## src/hw/rtcag_map.svh

```systemverilog
`ifndef RTCAG_MAP_SVH
`define RTCAG_MAP_SVH
// Register addresses
`define RTCAG_AW          9
`define RTCAG_DW          8
`define RTCAG_A_SEC       9'h170
`define RTCAG_A_MIN       9'h171
`define RTCAG_A_HR        9'h172
`define RTCAG_A_WK        9'h173
`define RTCAG_A_DAY       9'h174
`define RTCAG_A_MON       9'h175
`define RTCAG_A_YR        9'h176
`define RTCAG_A_CTRL      9'h177
`define RTCAG_A_IRQST     9'h178
`define RTCAG_A_IRQEN     9'h179
`define RTCAG_A_HRALM     9'h17d
`define RTCAG_A_WKALM     9'h17e
`define RTCAG_A_GUARD     9'h17f
// Field widths and positions
`define RTCAG_SEC_W       7
`define RTCAG_MIN_W       7
`define RTCAG_HR_W        6
`define RTCAG_WK_W        3
`define RTCAG_DAY_W       6
`define RTCAG_MON_W       5
`define RTCAG_YR_W        8
`define RTCAG_HRALM_W     7
`define RTCAG_EN_BIT      7
`define RTCAG_GUARD_BIT   7
`define RTCAG_RSVD_BIT    6
`define RTCAG_BUSY_BIT    7
`define RTCAG_SRST_BIT    0
`define RTCAG_MODE_BIT    1
`define RTCAG_HOUR_FORMAT_24_SEL_BIT    5
`define RTCAG_PM_BIT      6
`define RTCAG_ALF_BIT     0
`define RTCAG_WK_RSVD_MSK 8'h78
`define RTCAG_GD_RSVD_MSK 8'h3f
`define RTCAG_RST_BYTE    8'h00
`endif

```

## src/hw/rtcag_pkg.sv

```systemverilog
package rtcag_pkg;
	// Timer operating mode
	typedef enum logic {
		RTCAG_MODE_RTC,
		RTCAG_MODE_CMT
	} rtcag_mode_t;
endpackage

```

## src/hw/rtcag_alarm_match.sv

```systemverilog
`timescale 1ns/1ps
`default_nettype none
module rtcag_alarm_match (
	input  wire logic       rtc_mode_i,
	input  wire logic       hour_alarm_en_i,
	input  wire logic [6:0] hour_alarm_val_i,
	input  wire logic       afternoon_indicator_i,
	input  wire logic [5:0] hours_counter_i,
	input  wire logic       weekday_alarm_en_i,
	input  wire logic [2:0] weekday_alarm_code_i,
	input  wire logic [2:0] weekday_counter_i,
	output logic            match_o
);
	logic hr_eq;
	logic wk_eq;
	logic any_en;

	// (RULE14) hour field incl. afternoon
	assign hr_eq = (hour_alarm_val_i == {afternoon_indicator_i, hours_counter_i});
	// (RULE4) weekday code compare
	assign wk_eq = (weekday_alarm_code_i == weekday_counter_i);
	assign any_en = hour_alarm_en_i | weekday_alarm_en_i;

	// (RULE15) all enabled fields must agree
	// (RULE13) dormant outside clock mode
	assign match_o = rtc_mode_i & any_en
		& (~hour_alarm_en_i | hr_eq)
		& (~weekday_alarm_en_i | wk_eq);
endmodule // rtcag_alarm_match
`default_nettype wire

```

## src/hw/rtcag_alarm_guard.sv

```systemverilog
`timescale 1ns/1ps
`default_nettype none
`include "rtcag_map.svh"
// How it works
// (RULE1) Software keeps hour alarm within format range
// (RULE2) Software keeps afternoon select zero in 24h
// (RULE3) Weekday code 0..6, never seven
// (RULE4) Weekday compare only while its enable set
// (RULE5) Full match sets the alarm flag
// (RULE6) Interrupt needs flag and interrupt enable
// (RULE7) Software writes weekday alarm when not busy
// (RULE8) Unassigned alarm and guard bits read zero
// (RULE9) Clock mode: time writes need unlock
// (RULE10) Unlock bit stays until software clears
// (RULE11) Software unlocks, writes, then relocks
// (RULE12) Timer mode: unlock guards minutes only
// (RULE13) Weekday compare only in clock mode
// (RULE14) Hour compare only while its enable set
// (RULE15) All enabled fields must match together
// (RULE16) Soft reset clears alarms, keeps guard top
module rtcag_alarm_guard (
	input  wire logic                   core_clk_i,
	input  wire logic                   resetn_i,
	input  wire logic                   ce_i,
	input  wire logic [`RTCAG_AW-1:0]   addr_i,
	input  wire logic [`RTCAG_DW-1:0]   wdata_i,
	input  wire logic                   wr_i,
	input  wire logic                   rd_i,
	input  wire logic                   update_busy_i,
	output logic      [`RTCAG_DW-1:0]   rd_data_o,
	output logic                        alarm_irq_o
);
	logic [`RTCAG_SEC_W-1:0]   sec_reg;
	logic [`RTCAG_MIN_W-1:0]   min_reg;
	logic [`RTCAG_HR_W-1:0]    hr_reg;
	logic [`RTCAG_WK_W-1:0]    wk_reg;
	logic [`RTCAG_DAY_W-1:0]   day_reg;
	logic [`RTCAG_MON_W-1:0]   mon_reg;
	logic [`RTCAG_YR_W-1:0]    yr_reg;
	logic [`RTCAG_HRALM_W-1:0] hr_alm_reg;
	logic                      hr_alm_en_reg;
	logic [`RTCAG_WK_W-1:0]    wk_alm_reg;
	logic                      wk_alm_en_reg;
	logic                      guard_unlock_reg;
	logic                      guard_rsvd_reg;
	rtcag_pkg::rtcag_mode_t    mode_reg;
	logic                      hour_format_24_sel_reg;
	logic                      pm_reg;
	logic                      alarm_flag_reg;
	logic                      alarm_flag_next;
	logic                      alarm_irq_en_reg;
	logic                      match_prev_reg;
	logic                      irq_reg;
	logic [`RTCAG_DW-1:0]      rd_data_reg;
	logic [`RTCAG_DW-1:0]      rd_mux;
	logic                      alarm_match;
	logic                      match_rise;
	logic                      soft_rst;
	logic                      rtc_mode;
	logic                      time_wr_ok;
	logic                      min_wr_ok;
	logic                      flag_clr;

	// Write strobe aimed at one register
	function automatic logic is_wr(input logic [`RTCAG_AW-1:0] a);
		is_wr = wr_i & (addr_i == a);
	endfunction

	assign rtc_mode = (mode_reg == rtcag_pkg::RTCAG_MODE_RTC);

	// Soft reset is a write-one pulse, never stored.
	// A process, not an assign: the decode function reads strobe and
	// address itself, and an assign would not wake up when they change.
	always_comb begin
		soft_rst = is_wr(`RTCAG_A_CTRL) & wdata_i[`RTCAG_SRST_BIT];
	end

	// (RULE9) clock mode needs unlock
	// (RULE12) timer mode frees all but minutes
	assign time_wr_ok = guard_unlock_reg | ~rtc_mode;
	assign min_wr_ok  = guard_unlock_reg;

	// Guarded time registers, dropped silently when locked
	always_ff @(posedge core_clk_i or negedge resetn_i) begin
		if (!resetn_i) begin
			sec_reg <= '0;
			hr_reg  <= '0;
			wk_reg  <= '0;
			day_reg <= '0;
			mon_reg <= '0;
			yr_reg  <= '0;
		end else if (ce_i && time_wr_ok) begin
			if (is_wr(`RTCAG_A_SEC)) begin
				sec_reg <= wdata_i[`RTCAG_SEC_W-1:0];
			end
			if (is_wr(`RTCAG_A_HR)) begin
				hr_reg <= wdata_i[`RTCAG_HR_W-1:0];
			end
			if (is_wr(`RTCAG_A_WK)) begin
				wk_reg <= wdata_i[`RTCAG_WK_W-1:0];
			end
			if (is_wr(`RTCAG_A_DAY)) begin
				day_reg <= wdata_i[`RTCAG_DAY_W-1:0];
			end
			if (is_wr(`RTCAG_A_MON)) begin
				mon_reg <= wdata_i[`RTCAG_MON_W-1:0];
			end
			if (is_wr(`RTCAG_A_YR)) begin
				yr_reg <= wdata_i[`RTCAG_YR_W-1:0];
			end
		end
	end

	// (RULE12) minutes guarded in both modes
	always_ff @(posedge core_clk_i or negedge resetn_i) begin
		if (!resetn_i) begin
			min_reg <= '0;
		end else if (ce_i && min_wr_ok && is_wr(`RTCAG_A_MIN)) begin
			min_reg <= wdata_i[`RTCAG_MIN_W-1:0];
		end
	end

	// Control: mode and format free, afternoon bit guarded
	always_ff @(posedge core_clk_i or negedge resetn_i) begin
		if (!resetn_i) begin
			mode_reg <= rtcag_pkg::RTCAG_MODE_RTC;
			hour_format_24_sel_reg <= 1'b0;
			pm_reg   <= 1'b0;
		end else if (ce_i && is_wr(`RTCAG_A_CTRL)) begin
			mode_reg <= wdata_i[`RTCAG_MODE_BIT] ? rtcag_pkg::RTCAG_MODE_CMT
			                                     : rtcag_pkg::RTCAG_MODE_RTC;
			hour_format_24_sel_reg <= wdata_i[`RTCAG_HOUR_FORMAT_24_SEL_BIT];
			// (RULE9) afternoon bit is guarded
			if (time_wr_ok) begin
				pm_reg <= wdata_i[`RTCAG_PM_BIT];
			end
		end
	end

	// Alarm registers; soft reset wins over a same-cycle write
	always_ff @(posedge core_clk_i or negedge resetn_i) begin
		if (!resetn_i) begin
			hr_alm_reg    <= '0;
			hr_alm_en_reg <= 1'b0;
			wk_alm_reg    <= '0;
			wk_alm_en_reg <= 1'b0;
		end else if (ce_i) begin
			// (RULE16) alarm registers cleared
			if (soft_rst) begin
				hr_alm_reg    <= '0;
				hr_alm_en_reg <= 1'b0;
				wk_alm_reg    <= '0;
				wk_alm_en_reg <= 1'b0;
			end else begin
				if (is_wr(`RTCAG_A_HRALM)) begin
					hr_alm_reg    <= wdata_i[`RTCAG_HRALM_W-1:0];
					hr_alm_en_reg <= wdata_i[`RTCAG_EN_BIT];
				end
				// (RULE8) unassigned bits not stored
				if (is_wr(`RTCAG_A_WKALM)) begin
					wk_alm_reg    <= wdata_i[`RTCAG_WK_W-1:0];
					wk_alm_en_reg <= wdata_i[`RTCAG_EN_BIT];
				end
			end
		end
	end

	// (RULE10) unlock only changes on software write
	// (RULE16) soft reset leaves top two bits
	always_ff @(posedge core_clk_i or negedge resetn_i) begin
		if (!resetn_i) begin
			guard_unlock_reg <= 1'b0;
			guard_rsvd_reg   <= 1'b0;
		end else if (ce_i && is_wr(`RTCAG_A_GUARD)) begin
			guard_unlock_reg <= wdata_i[`RTCAG_GUARD_BIT];
			guard_rsvd_reg   <= wdata_i[`RTCAG_RSVD_BIT];
		end
	end

	rtcag_alarm_match u_match (
		.rtc_mode_i            (rtc_mode),
		.hour_alarm_en_i       (hr_alm_en_reg),
		.hour_alarm_val_i      (hr_alm_reg),
		.afternoon_indicator_i (pm_reg),
		.hours_counter_i       (hr_reg),
		.weekday_alarm_en_i    (wk_alm_en_reg),
		.weekday_alarm_code_i  (wk_alm_reg),
		.weekday_counter_i     (wk_reg),
		.match_o               (alarm_match)
	);

	// Flag sets once per match episode, else a clear could never stick
	assign match_rise = alarm_match & ~match_prev_reg;
	// Same wake-up hazard as the soft reset decode
	always_comb begin
		flag_clr = is_wr(`RTCAG_A_IRQST) & wdata_i[`RTCAG_ALF_BIT];
	end
	// (RULE5) set beats write-one clear
	assign alarm_flag_next = match_rise | (alarm_flag_reg & ~flag_clr);

	// Flag, enable and match history
	always_ff @(posedge core_clk_i or negedge resetn_i) begin
		if (!resetn_i) begin
			alarm_flag_reg   <= 1'b0;
			alarm_irq_en_reg <= 1'b0;
			match_prev_reg   <= 1'b0;
		end else if (ce_i) begin
			alarm_flag_reg <= alarm_flag_next;
			match_prev_reg <= alarm_match;
			if (is_wr(`RTCAG_A_IRQEN)) begin
				alarm_irq_en_reg <= wdata_i[`RTCAG_ALF_BIT];
			end
		end
	end

	// (RULE6) level request from flag and enable
	always_ff @(posedge core_clk_i or negedge resetn_i) begin
		if (!resetn_i) begin
			irq_reg <= 1'b0;
		end else if (ce_i) begin
			irq_reg <= alarm_flag_reg & alarm_irq_en_reg;
		end
	end

	// Read decode; unmapped addresses read zero
	always_comb begin
		rd_mux = '0;
		unique case (addr_i)
			`RTCAG_A_SEC: begin
				rd_mux = {update_busy_i, sec_reg};
			end
			`RTCAG_A_MIN: begin
				rd_mux = {1'b0, min_reg};
			end
			`RTCAG_A_HR: begin
				rd_mux = {2'b00, hr_reg};
			end
			`RTCAG_A_WK: begin
				rd_mux = {5'h00, wk_reg};
			end
			`RTCAG_A_DAY: begin
				rd_mux = {2'b00, day_reg};
			end
			`RTCAG_A_MON: begin
				rd_mux = {3'h0, mon_reg};
			end
			`RTCAG_A_YR: begin
				rd_mux = yr_reg;
			end
			`RTCAG_A_CTRL: begin
				rd_mux[`RTCAG_MODE_BIT] = ~rtc_mode;
				rd_mux[`RTCAG_HOUR_FORMAT_24_SEL_BIT] = hour_format_24_sel_reg;
				rd_mux[`RTCAG_PM_BIT]   = pm_reg;
			end
			`RTCAG_A_IRQST: begin
				rd_mux[`RTCAG_ALF_BIT] = alarm_flag_reg;
			end
			`RTCAG_A_IRQEN: begin
				rd_mux[`RTCAG_ALF_BIT] = alarm_irq_en_reg;
			end
			`RTCAG_A_HRALM: begin
				rd_mux = {hr_alm_en_reg, hr_alm_reg};
			end
			// (RULE8) gap bits read zero
			`RTCAG_A_WKALM: begin
				rd_mux = {wk_alm_en_reg, 4'h0, wk_alm_reg};
			end
			`RTCAG_A_GUARD: begin
				rd_mux = {guard_unlock_reg, guard_rsvd_reg, 6'h00};
			end
			default: begin
				rd_mux = '0;
			end
		endcase
	end

	// Read data shows only in the cycle after the strobe
	always_ff @(posedge core_clk_i or negedge resetn_i) begin
		if (!resetn_i) begin
			rd_data_reg <= `RTCAG_RST_BYTE;
		end else if (ce_i) begin
			rd_data_reg <= rd_i ? rd_mux : `RTCAG_RST_BYTE;
		end
	end

	assign rd_data_o   = rd_data_reg;
	assign alarm_irq_o = irq_reg;
endmodule // rtcag_alarm_guard
`default_nettype wire

```

## config.mk

```make
export PLATFORM = sky130hd
export DESIGN_NAME = rtcag_alarm_guard
export DESIGN_NICKNAME = d
export VERILOG_FILES = /design/src/hw/rtcag_pkg.sv /design/src/hw/rtcag_alarm_match.sv /design/src/hw/rtcag_alarm_guard.sv
export VERILOG_INCLUDE_DIRS = /design/src /design/src/hw
export SDC_FILE = /design/constraint.sdc
export NUM_CORES = 1
export LEC_CHECK = 0
export ABC_AREA = 0
export BUFFER_PORTS_ARGS = -buffer_cell sky130_fd_sc_hd__buf_2
export CORE_ASPECT_RATIO = 2
export CORE_UTILIZATION = 33
export DETAILED_ROUTE_END_ITERATION = 8
export GPL_TIMING_DRIVEN = 0
export PLACE_DENSITY = 0.54
export SLEW_MARGIN = 40
export SYNTH_ARGS = -nofsm -noshare
export SYNTH_HDL_FRONTEND = slang
export SYNTH_SLANG_ARGS = --single-unit
```

## constraint.sdc

```tcl
create_clock -name core_clk_i -period 3.2 [get_ports core_clk_i]
set_input_delay 0.32 -clock core_clk_i [delete_from_list [all_inputs] [get_ports core_clk_i]]
set_output_delay 0.32 -clock core_clk_i [all_outputs]
set_load 0.02 [all_outputs]
```

# [Yosys cells after proc, flatten, opt, wreduce, memory -nomap -nowiden]
# Cells that the tools add are included.
[classes] n_eq_ne=15 muxes=15 bitwise_logic=31 reduce_logical=17
[ops] cell="$eq 9x9->1 const B" n=13
[ops] cell="$pmux 3 s9" n=1
[ops] cell="$and 1x1->1" n=21
[ops] cell="$reduce_and 2->1" n=10
[ops] cell="$pmux 2 s8" n=1
[ops] cell="$mux 7" n=2
[ops] cell="$pmux 1 s11" n=1
[ops] cell="$pmux 1 s10" n=1
[ops] cell="$mux 8" n=1
[ops] cell="$eq 7x7->1" n=1
[ops] cell="$mux 3" n=2
[ops] cell="$logic_and 1x1->1" n=5
[ops] cell="$mux 1" n=5
[ops] cell="$not 1->1" n=5
[ops] cell="$or 1x1->1" n=5
[ops] cell="$pmux 1 s5" n=1
[ops] cell="$reduce_bool 2->1" n=2
[ops] cell="$eq 3x3->1" n=1
[word_totals] register_bits=71 in_bits=23 output_inout_bits=9 wordCells=99

# [Longest topological paths before layout]
# Gate-level depths: netlist of run 1.
[logic_depth] ltp_word=6 depth_mapped=7 ltp_nobuf=5

# [Hierarchy]
# From an unflattened synthesis of run 1, not the netlist that was laid out.
[hier_totals] cells_unflattened=334 hier_area_um2=3791.1
[modules_own_cells] module="rtcag_alarm_guard" instances=1 cells_per_inst=318 area_each_um2=3667.3 seq_area_each_um2=1776.7
[modules_own_cells] module="rtcag_alarm_match" instances=1 cells_per_inst=16 area_each_um2=123.9 seq_area_each_um2=0.0

# [Worst setup path after synthesis of run 1]
# No wires, ideal clock.
[synth_path] kind="input-to-reg" startpoint="input addr_i[7]" endpoint="register hr_reg[1]" setup_time_ns=0.125 arrival_time_ns=1.648 t_required_ns=3.075 slack_ns=1.428 path_stages=5 path_buffers=1 cell_sequence="nand4b_4 > or3_1 > buf_2 > nor4_4 > mux2_2"
[synth_via] elab_chain_len=3
[synth_rtl] element="from (decl)" line="rtcag_alarm_guard.sv:25" source="input wire logic [`RTCAG_AW-1:0] addr_i,"
[synth_rtl] element="$eq 9x9->1" line="rtcag_alarm_guard.sv:66" source="is_wr = wr_i & (addr_i == a);"
[synth_rtl] element="$and 1x1->1" line="rtcag_alarm_guard.sv:66"
[synth_rtl] element="$reduce_and 2->1 (no source line)"
[synth_rtl] element="to (signal assigned)" line="rtcag_alarm_guard.sv:97" source="hr_reg <= wdata_i[`RTCAG_HR_W-1:0];"
[synth_rtl] element="to (decl)" line="rtcag_alarm_guard.sv:35" source="logic [`RTCAG_HR_W-1:0] hr_reg;"
# Every way passes these cells.
# A chain may end at the register's enable or synchronous reset.

# [Worst setup path in the final report of run 1]
[layout_path] startpoint="register hr_alm_reg[0]" endpoint="register match_prev_reg"
[layout_via] elab_chain_len=4
[layout_rtl] element="from (decl)" line="rtcag_alarm_guard.sv:40" source="logic [`RTCAG_HRALM_W-1:0] hr_alm_reg;"
[layout_rtl] element="from (signal assigned)" line="rtcag_alarm_guard.sv:156" source="hr_alm_reg <= wdata_i[`RTCAG_HRALM_W-1:0];"
[layout_rtl] element="$eq 7x7->1" line="rtcag_alarm_match.sv:19" source="assign hr_eq = (hour_alarm_val_i == {afternoon_indicator_i, hours_counter_i});"
[layout_rtl] element="$or 1x1->1" line="rtcag_alarm_match.sv:27" source="& (~hour_alarm_en_i | hr_eq)"
[layout_rtl] element="$and 1x1->1" line="rtcag_alarm_match.sv:27"
[layout_rtl] element="$and 1x1->1" line="rtcag_alarm_match.sv:28" source="& (~weekday_alarm_en_i | wk_eq);"
[layout_rtl] element="to (signal assigned)" line="rtcag_alarm_guard.sv:209" source="match_prev_reg <= alarm_match;"
[layout_rtl] element="to (decl)" line="rtcag_alarm_guard.sv:52" source="logic match_prev_reg;"
# Every way passes these cells.

==> results of run 1 <==
==> worst max path at each step <==
stage	startpoint	endpoint	slack, ns	cells after the start
2_1_floorplan	addr_i[7]	hr_reg[1]	1.43	5
3_3_place_gp	addr_i[2]	min_reg[4]	0.66	5
3_5_place_dp	addr_i[2]	min_reg[4]	0.65	5
4_1_cts	addr_i[2]	min_reg[4]	0.97	5
5_1_grt	hr_alm_reg[0]	match_prev_reg	0.85	5
6_report	hr_alm_reg[0]	match_prev_reg	0.96	5
==> per-stage QoR <==
step / instance area [um2] / worst slack, ns / hold WS, ns
2_1_floorplan: 3710 / 1.43 / 0.0244
3_3_place_gp: 4040 / 0.658 / 0.458
3_5_place_dp: 4080 / 0.649 / 0.184
4_1_cts: 4400 / 0.968 / 0.256
5_1_grt: 4400 / 0.854 / 0.278
6_report: 4400 / 0.964 / 0.256
==> layer usage <==
metal / global-route usage, % / share of wire, %
met1: 21.5 / 37
met2: 37.7 / 54
met3: 4.32 / 3.6
met4: 12.8 / 5.2
met5: 0 / 0
==> power by group <==
part           total [mW]  internal [mW]  leakage (nW)  switching (mW)
Clock                1.04          0.649         0.153           0.393
Combinational       0.141         0.0443         0.920          0.0969
Sequential          0.913          0.906         0.990         0.00682
==> synth_stat cells (all sizes together), types with 6 or more instances <==
master  instances
buf            10
mux2           52
inv            12
nand2          26
xor2            8
mux2i          14
a22oi           6
nor2           17
o32ai           6
o22ai           6
nand3          22
o21ai          17
dfrtp          71
clkbuf          8
==> cell type report <==
type                            count  area [um2]  area share (%)
Tap cell                          140         175            3.98
Sequential cell                    71        1780            40.4
Multi-Input combinational cell    240        1820            41.4
Inverter                           12        45.0            1.02
Clock inverter                      4        52.6            1.19
Buffer                             18        77.6            1.76
Clock buffer                       12         256            5.83
Timing Repair Buffer               32         194            4.41
==> logic make-up after synthesis <==
group / count (synthesis)
buffers and inverters: 30
multiplexers: 67
XOR/XNOR: 11
AO/OA/AOI/OAI: 57
flip-flops: 71
AND/OR/NAND/NOR: 105
==> placed cells by master (no fill, tap or decap), drive strengths merged, types with 4 or more instances in the layout <==
| cell | synthesis | layout |
|---|---|---|
| o22ai | 6 | 6 |
| clkbuf | 8 | 20 |
| o21ai | 17 | 17 |
| a22oi | 6 | 6 |
| inv | 12 | 13 |
| nand2b | 5 | 5 |
| buf | 10 | 41 |
| nor3 | 5 | 5 |
| xor2 | 8 | 8 |
| nor2 | 17 | 17 |
| mux2i | 14 | 14 |
| nand2 | 26 | 26 |
| dfrtp | 71 | 71 |
| nand3 | 22 | 22 |
| nand4 | 4 | 4 |
| a31oi | 5 | 5 |
| nor4 | 5 | 5 |
| and3 | 5 | 5 |
| mux2 | 52 | 52 |
| o32ai | 6 | 6 |
==> repair_timing <==
action,4_1_cts,5_1_grt
setup endpoints to repair,0,0
hold buffers,1,0
endpoints found under the hold margin,20,0
==> worst max-delay path: cells and delay by family, from the launching register on <==
family / cells / cell delay, ns
simple gates: 2 / 0.48
compound gates: 1 / 0.78
mux: 1 / 0.29
flops: 1 / 0.40
xor+xnor: 1 / 0.22
==> metrics, run 1 <==
Hold Crit Start rd_i; largest net degree at the start of global routing 52; Area Growth Syn to Fin 18.5%; share of cells above drive strength 1 29.3%; CP Max Fanout 3; Die Span Y 152 um; post-CTS setup repair buffer count 0; status finished clean; RR Startpoint hr_alm_reg[0]; RR Endpoint match_prev_reg; highest ir drop seen on vdd 0.000258 V; Via-to-Cell Ratio 5.38; 1st-iter DRT viols 206; CP cell instances xor2_1, nor4_1, nand4_1, a2111oi_1, mux2_2; synthesized area 0.00371 mm2; compound-gate portion of the synthesized area 10.4%; synthesized netlist cell count 341; ys flop type dfrtp_1; I/O pin count 32; Post-DP HPWL 8490 um; Synth cell types 51; ranking of synthesized cells by area dfrtp_1, mux2_2, mux2i_1; mux cell area share after synthesis 20.2%; clock-pin slew on the worst setup and hold paths 0.06 ns; clk sinks 71; Clock Tree Buf Depth 2; Max Slew Vio Count 0; DR WL/cell 21.3 um; Critical-path top delay cell a2111oi_1; Post-synth EDFFs 0; P_leak 2.06 nW; largest family of logic cells by synthesized area multiplexers; number of setup violations in the final report 0; Resized cells post-CTS 0; final layout net count 407; Layout Cells excl Fill 529; PwrDens 476 mW/mm2; mean post-synth cell area 10.9 um2; ys async rst share 100%; CP Class reg -> reg; CP max stage delay 0.78 ns; Post-Synth XOR/XNOR Area 2.60%; hold depth 3; antenna-violating nets left 0; Core Area 0.0109 mm2; Tot Pwr 2.10 mW; clk_skew 0.00486 ns; Inserted Diodes 0; Final period util 69.9%; initial antenna violation count 0; CP endpoint kind flop; Vias 2847; fin util 40.2%; GRT overflow 0; DRC viols 0; Setup TNS 0 ns; post-synthesis sequential area ratio 47.9%; worst-margin pin slew 0.818 ns; max-cap violations 0; clock latency on the worst-skew pair 0.35 ns; Initial Utilization 33.9%; drt first pass iters 4; Yosys top cell area share 47.9%; Routed WL 11300 um; first-pass GRT wire length 18000 um; die width 77 um; R2R depth 5; Crit path required time 3.48 ns; vias in the first global route 3077; Mapped Nets 364; final RePlAce weighted congestion 0.892; #FFs+latches synth 71; Synth Area in Simple Gates 15.7%; Die Footprint 0.0117 mm2; site row count 54; fmax 447 MHz; RSZ-0062 raised after global routing no; Hold EP rd_data_o[7]; Adder-Cell Fraction of Synth Area 0%; Final Hold Fails 0; Yosys top cell by area dfrtp_1; clk root buf clkbuf_16; WP data arrival 2.52 ns; Register-to-Register Setup Slack 0.96 ns; crit start category flop; dpl cells 512; CTS tree done; Hold Crit Class in -> reg; gr usage total 20.9%; min Tclk post-route 2.24 ns; H-tree levels 3; slew margin rel. 45.0%; Layout fillers 1090; number of CTS-inserted buffers 9; port bufs 30; YS warnings 0
Power figures use the tool's default switching activity.
==> inputs of run 2 (changes only) <==
Settings changed: ABC_AREA 0 to 1.
Clock period 3.2 ns to 2.1 ns, I/O delays scaled along.
==> run 2 against run 1 <==
Compared with the run above: clock skew is 0.00099 ns higher; sequential share of layout area rose by 0.25 points; worst hold slack lost 0.13 ns; highest routed layer unchanged.
==> metrics, run 2 <==
CP Class in -> reg (was reg -> reg); vias in the first global route 3218 (was 3077); Die Footprint 0.0119 mm2 (was 0.0117 mm2); ranking of synthesized cells by area dfrtp_1, nand2_1, o21ai_2 (was dfrtp_1, mux2_2, mux2i_1); H-tree levels 3 (unchanged); CP Max Fanout 7 (was 3); clock latency on the worst-skew pair 0.33 ns (was 0.35 ns); Die Span Y 153 um (was 152 um); Inserted Diodes 0 (unchanged); GRT overflow 0 (unchanged); number of CTS-inserted buffers 9 (unchanged); first-pass GRT wire length 17500 um (was 18000 um); number of setup violations in the final report 0 (unchanged); Final Hold Fails 0 (unchanged); ys async rst share 100% (unchanged); Crit path required time 2.29 ns (was 3.48 ns); WP data arrival 1.75 ns (was 2.52 ns); Clock Tree Buf Depth 2 (unchanged); antenna-violating nets left 0 (unchanged); worst-margin pin slew 0.628 ns (was 0.818 ns); highest ir drop seen on vdd 0.000374 V (was 0.000258 V); min Tclk post-route 1.55 ns; drt first pass iters 4 (unchanged); Synth cell types 36 (was 51); most common cell after layout, fill and taps aside nand2_1 (was dfrtp_1); CP endpoint kind flop (unchanged); Max Slew Vio Count 0 (unchanged); Via-to-Cell Ratio 4.93 (was 5.38); largest net degree at the start of global routing 38 (was 52); Initial Utilization 34.2% (was 33.9%); post-synthesis sequential area ratio 47.2% (was 47.9%); crit start category input port (was flop); DRC viols 0 (unchanged); PwrDens 659 mW/mm2 (was 476 mW/mm2); Yosys top cell by area dfrtp_1 (unchanged); Post-synth EDFFs 0 (unchanged); clock-pin slew on the worst setup and hold paths 0.05 ns (was 0.06 ns); synthesized netlist cell count 464 (was 341); Resized cells post-CTS 0 (unchanged); synthesized area 0.00376 mm2 (was 0.00371 mm2); CTS tree done (unchanged); Setup TNS 0 ns (unchanged); ys flop type dfrtp_1 (unchanged); gr usage total 20.3% (was 20.9%); #FFs+latches synth 71 (unchanged); Mapped Nets 487 (was 364); YS warnings 0 (unchanged); Post-DP HPWL 8750 um (was 8490 um); RSZ-0062 raised after global routing no (unchanged); share of cells above drive strength 1 19.8% (was 29.3%); DR WL/cell 17.1 um (was 21.3 um); most frequent cells in the layout nand2_1, dfrtp_1, inv_1, buf_2, nor2_1 (was dfrtp_1, mux2_2, buf_2); clk_skew 0.00585 ns (was 0.00486 ns); P_leak 2.20 nW (was 2.06 nW); status finished clean (unchanged); mean post-synth cell area 8.11 um2 (was 10.9 um2); Core Area 0.0110 mm2 (was 0.0109 mm2); worst hold slack 0.124 ns (was 0.256 ns); site row count 54 (unchanged); Area Growth Syn to Fin 16.1% (was 18.5%); Register-to-Register Setup Slack 0.57 ns (was 0.96 ns); port bufs 31 (was 30); slew margin rel. 58.0% (was 45.0%); fmax 645 MHz; final RePlAce weighted congestion 0.906 (was 0.892); Routed WL 11100 um (was 11300 um); initial antenna violation count 0 (unchanged); Final period util 73.8%; most frequent cells after synthesis nand2_1, dfrtp_1, inv_1, nor2_1, o21ai_0 (was dfrtp_1, mux2_2, nand2_1, nand3_1, o21ai_0); top-count cell post-synth nand2_1 (was dfrtp_1); Vias 3198 (was 2847); final layout net count 531 (was 407); clk root buf clkbuf_16 (unchanged); Hold Crit Class in -> reg (unchanged); clk sinks 71 (unchanged); Yosys top cell area share 47.2% (was 47.9%); I/O pin count 32 (unchanged); die width 77.5 um (was 77 um); max-cap violations 0 (unchanged); 1st-iter DRT viols 173 (was 206)
==> run 2: changes by cell type in the layout (fill, tap and decap cells not counted), moves of 8 or more <==
cell      before  now
mux2i_1       14    0
clkbuf_1       9    0
o21ai_0       17   25
o21ai_2        0   15
nor2_4         0    9
nand4_1        4   16
nor2_1        15   32
inv_1         12   33
o21ai_1        0   21
mux2_2        51    0
nand2_1       25  156
==> run 2: report_power, final <==
part / internal (mW) / leakage [nW] / total (mW) / switching, mW
Combinational: 0.0483 / 1.12 / 0.187 / 0.139
Sequential: 1.39 / 0.960 / 1.40 / 0.0146
Clock: 0.764 / 0.123 / 1.29 / 0.527
==> run 2: what timing repair did <==
action,4_1_cts,5_1_grt
hold buffers,1,0
buffers inserted,0,0
hold endpoints to repair,34,0
==> run 2: worst paths after layout <==
| path | to | from | depth (start not counted) |
|---|---|---|---|
| worst max-delay path | hr_alm_reg[6] | addr_i[3] | 11 |
| worst min-delay path | rd_data_o[0] | rd_i | 3 |
| worst max register to register | hr_reg[2] | guard_unlock_reg | 6 |
| worst min register to register | rd_data_o[7] | rd_data_o[7] | 2 |
| max in group asynchronous | rd_data_o[2] | resetn_i | 3 |
| min in group asynchronous | mode_reg | resetn_i | 2 |
==> run 2: cells by family (layout without fill, tap and decap cells) <==
logic type,Yosys count,count (layout),share of synthesized area [%]
AND/OR/NAND/NOR,260,260,32.8
AO/OA/AOI/OAI,78,78,12.4
flip-flops,71,71,47.2
buffers and inverters,47,92,5.65
XOR/XNOR,8,8,1.86
==> run 2: worst max-delay path, cell delays in order <==
cell and delay (ns):
buf_2 0.11, inv_1 0.06, nand2_1 0.15, inv_1 0.16, nand2_1 0.10, inv_1 0.14, nand2_1 0.09, nor2_1 0.11
nand3_2 0.18, nand2_1 0.30, o22ai_1 0.11
==> run 2: layout make-up <==
class	count	area, um2
Buffer	8	63.8
Clock buffer	9	225
Clock inverter	3	15.0
Fill cell	1177	6640
Inverter	39	149
Multi-Input combinational cell	346	1770
Sequential cell	71	1780
Tap cell	140	175
Timing Repair Buffer	33	191
==> run 2: routing by layer <==
metal	vias up	wire (um)	global-route usage [%]	share of wire (%)
met3	41	269	3.52	2.4
met1	1479	4120	20.7	37
li1	1603	-	-	-
met4	0	916	16.6	8.2
met2	75	5820	35.5	52
met5	-	0	0	0
==> run 2: stage by stage <==
| step | cells | power [mW] | utilization (%) | setup WS [ns] | area (um2) |
|---|---|---|---|---|---|
| after floorplan | 464 | 1.51 | - | 0.721 | 3760 |
| after global placement | 635 | 1.61 | 37.2 | 0.220 | 4090 |
| after detailed placement | 636 | 1.61 | 37.4 | 0.212 | 4120 |
| after CTS | 649 | 2.92 | 39.7 | 0.555 | 4370 |
| after global routing | 649 | 2.99 | 39.7 | 0.418 | 4370 |
| final | 649 | 2.88 | 39.7 | 0.550 | 4370 |
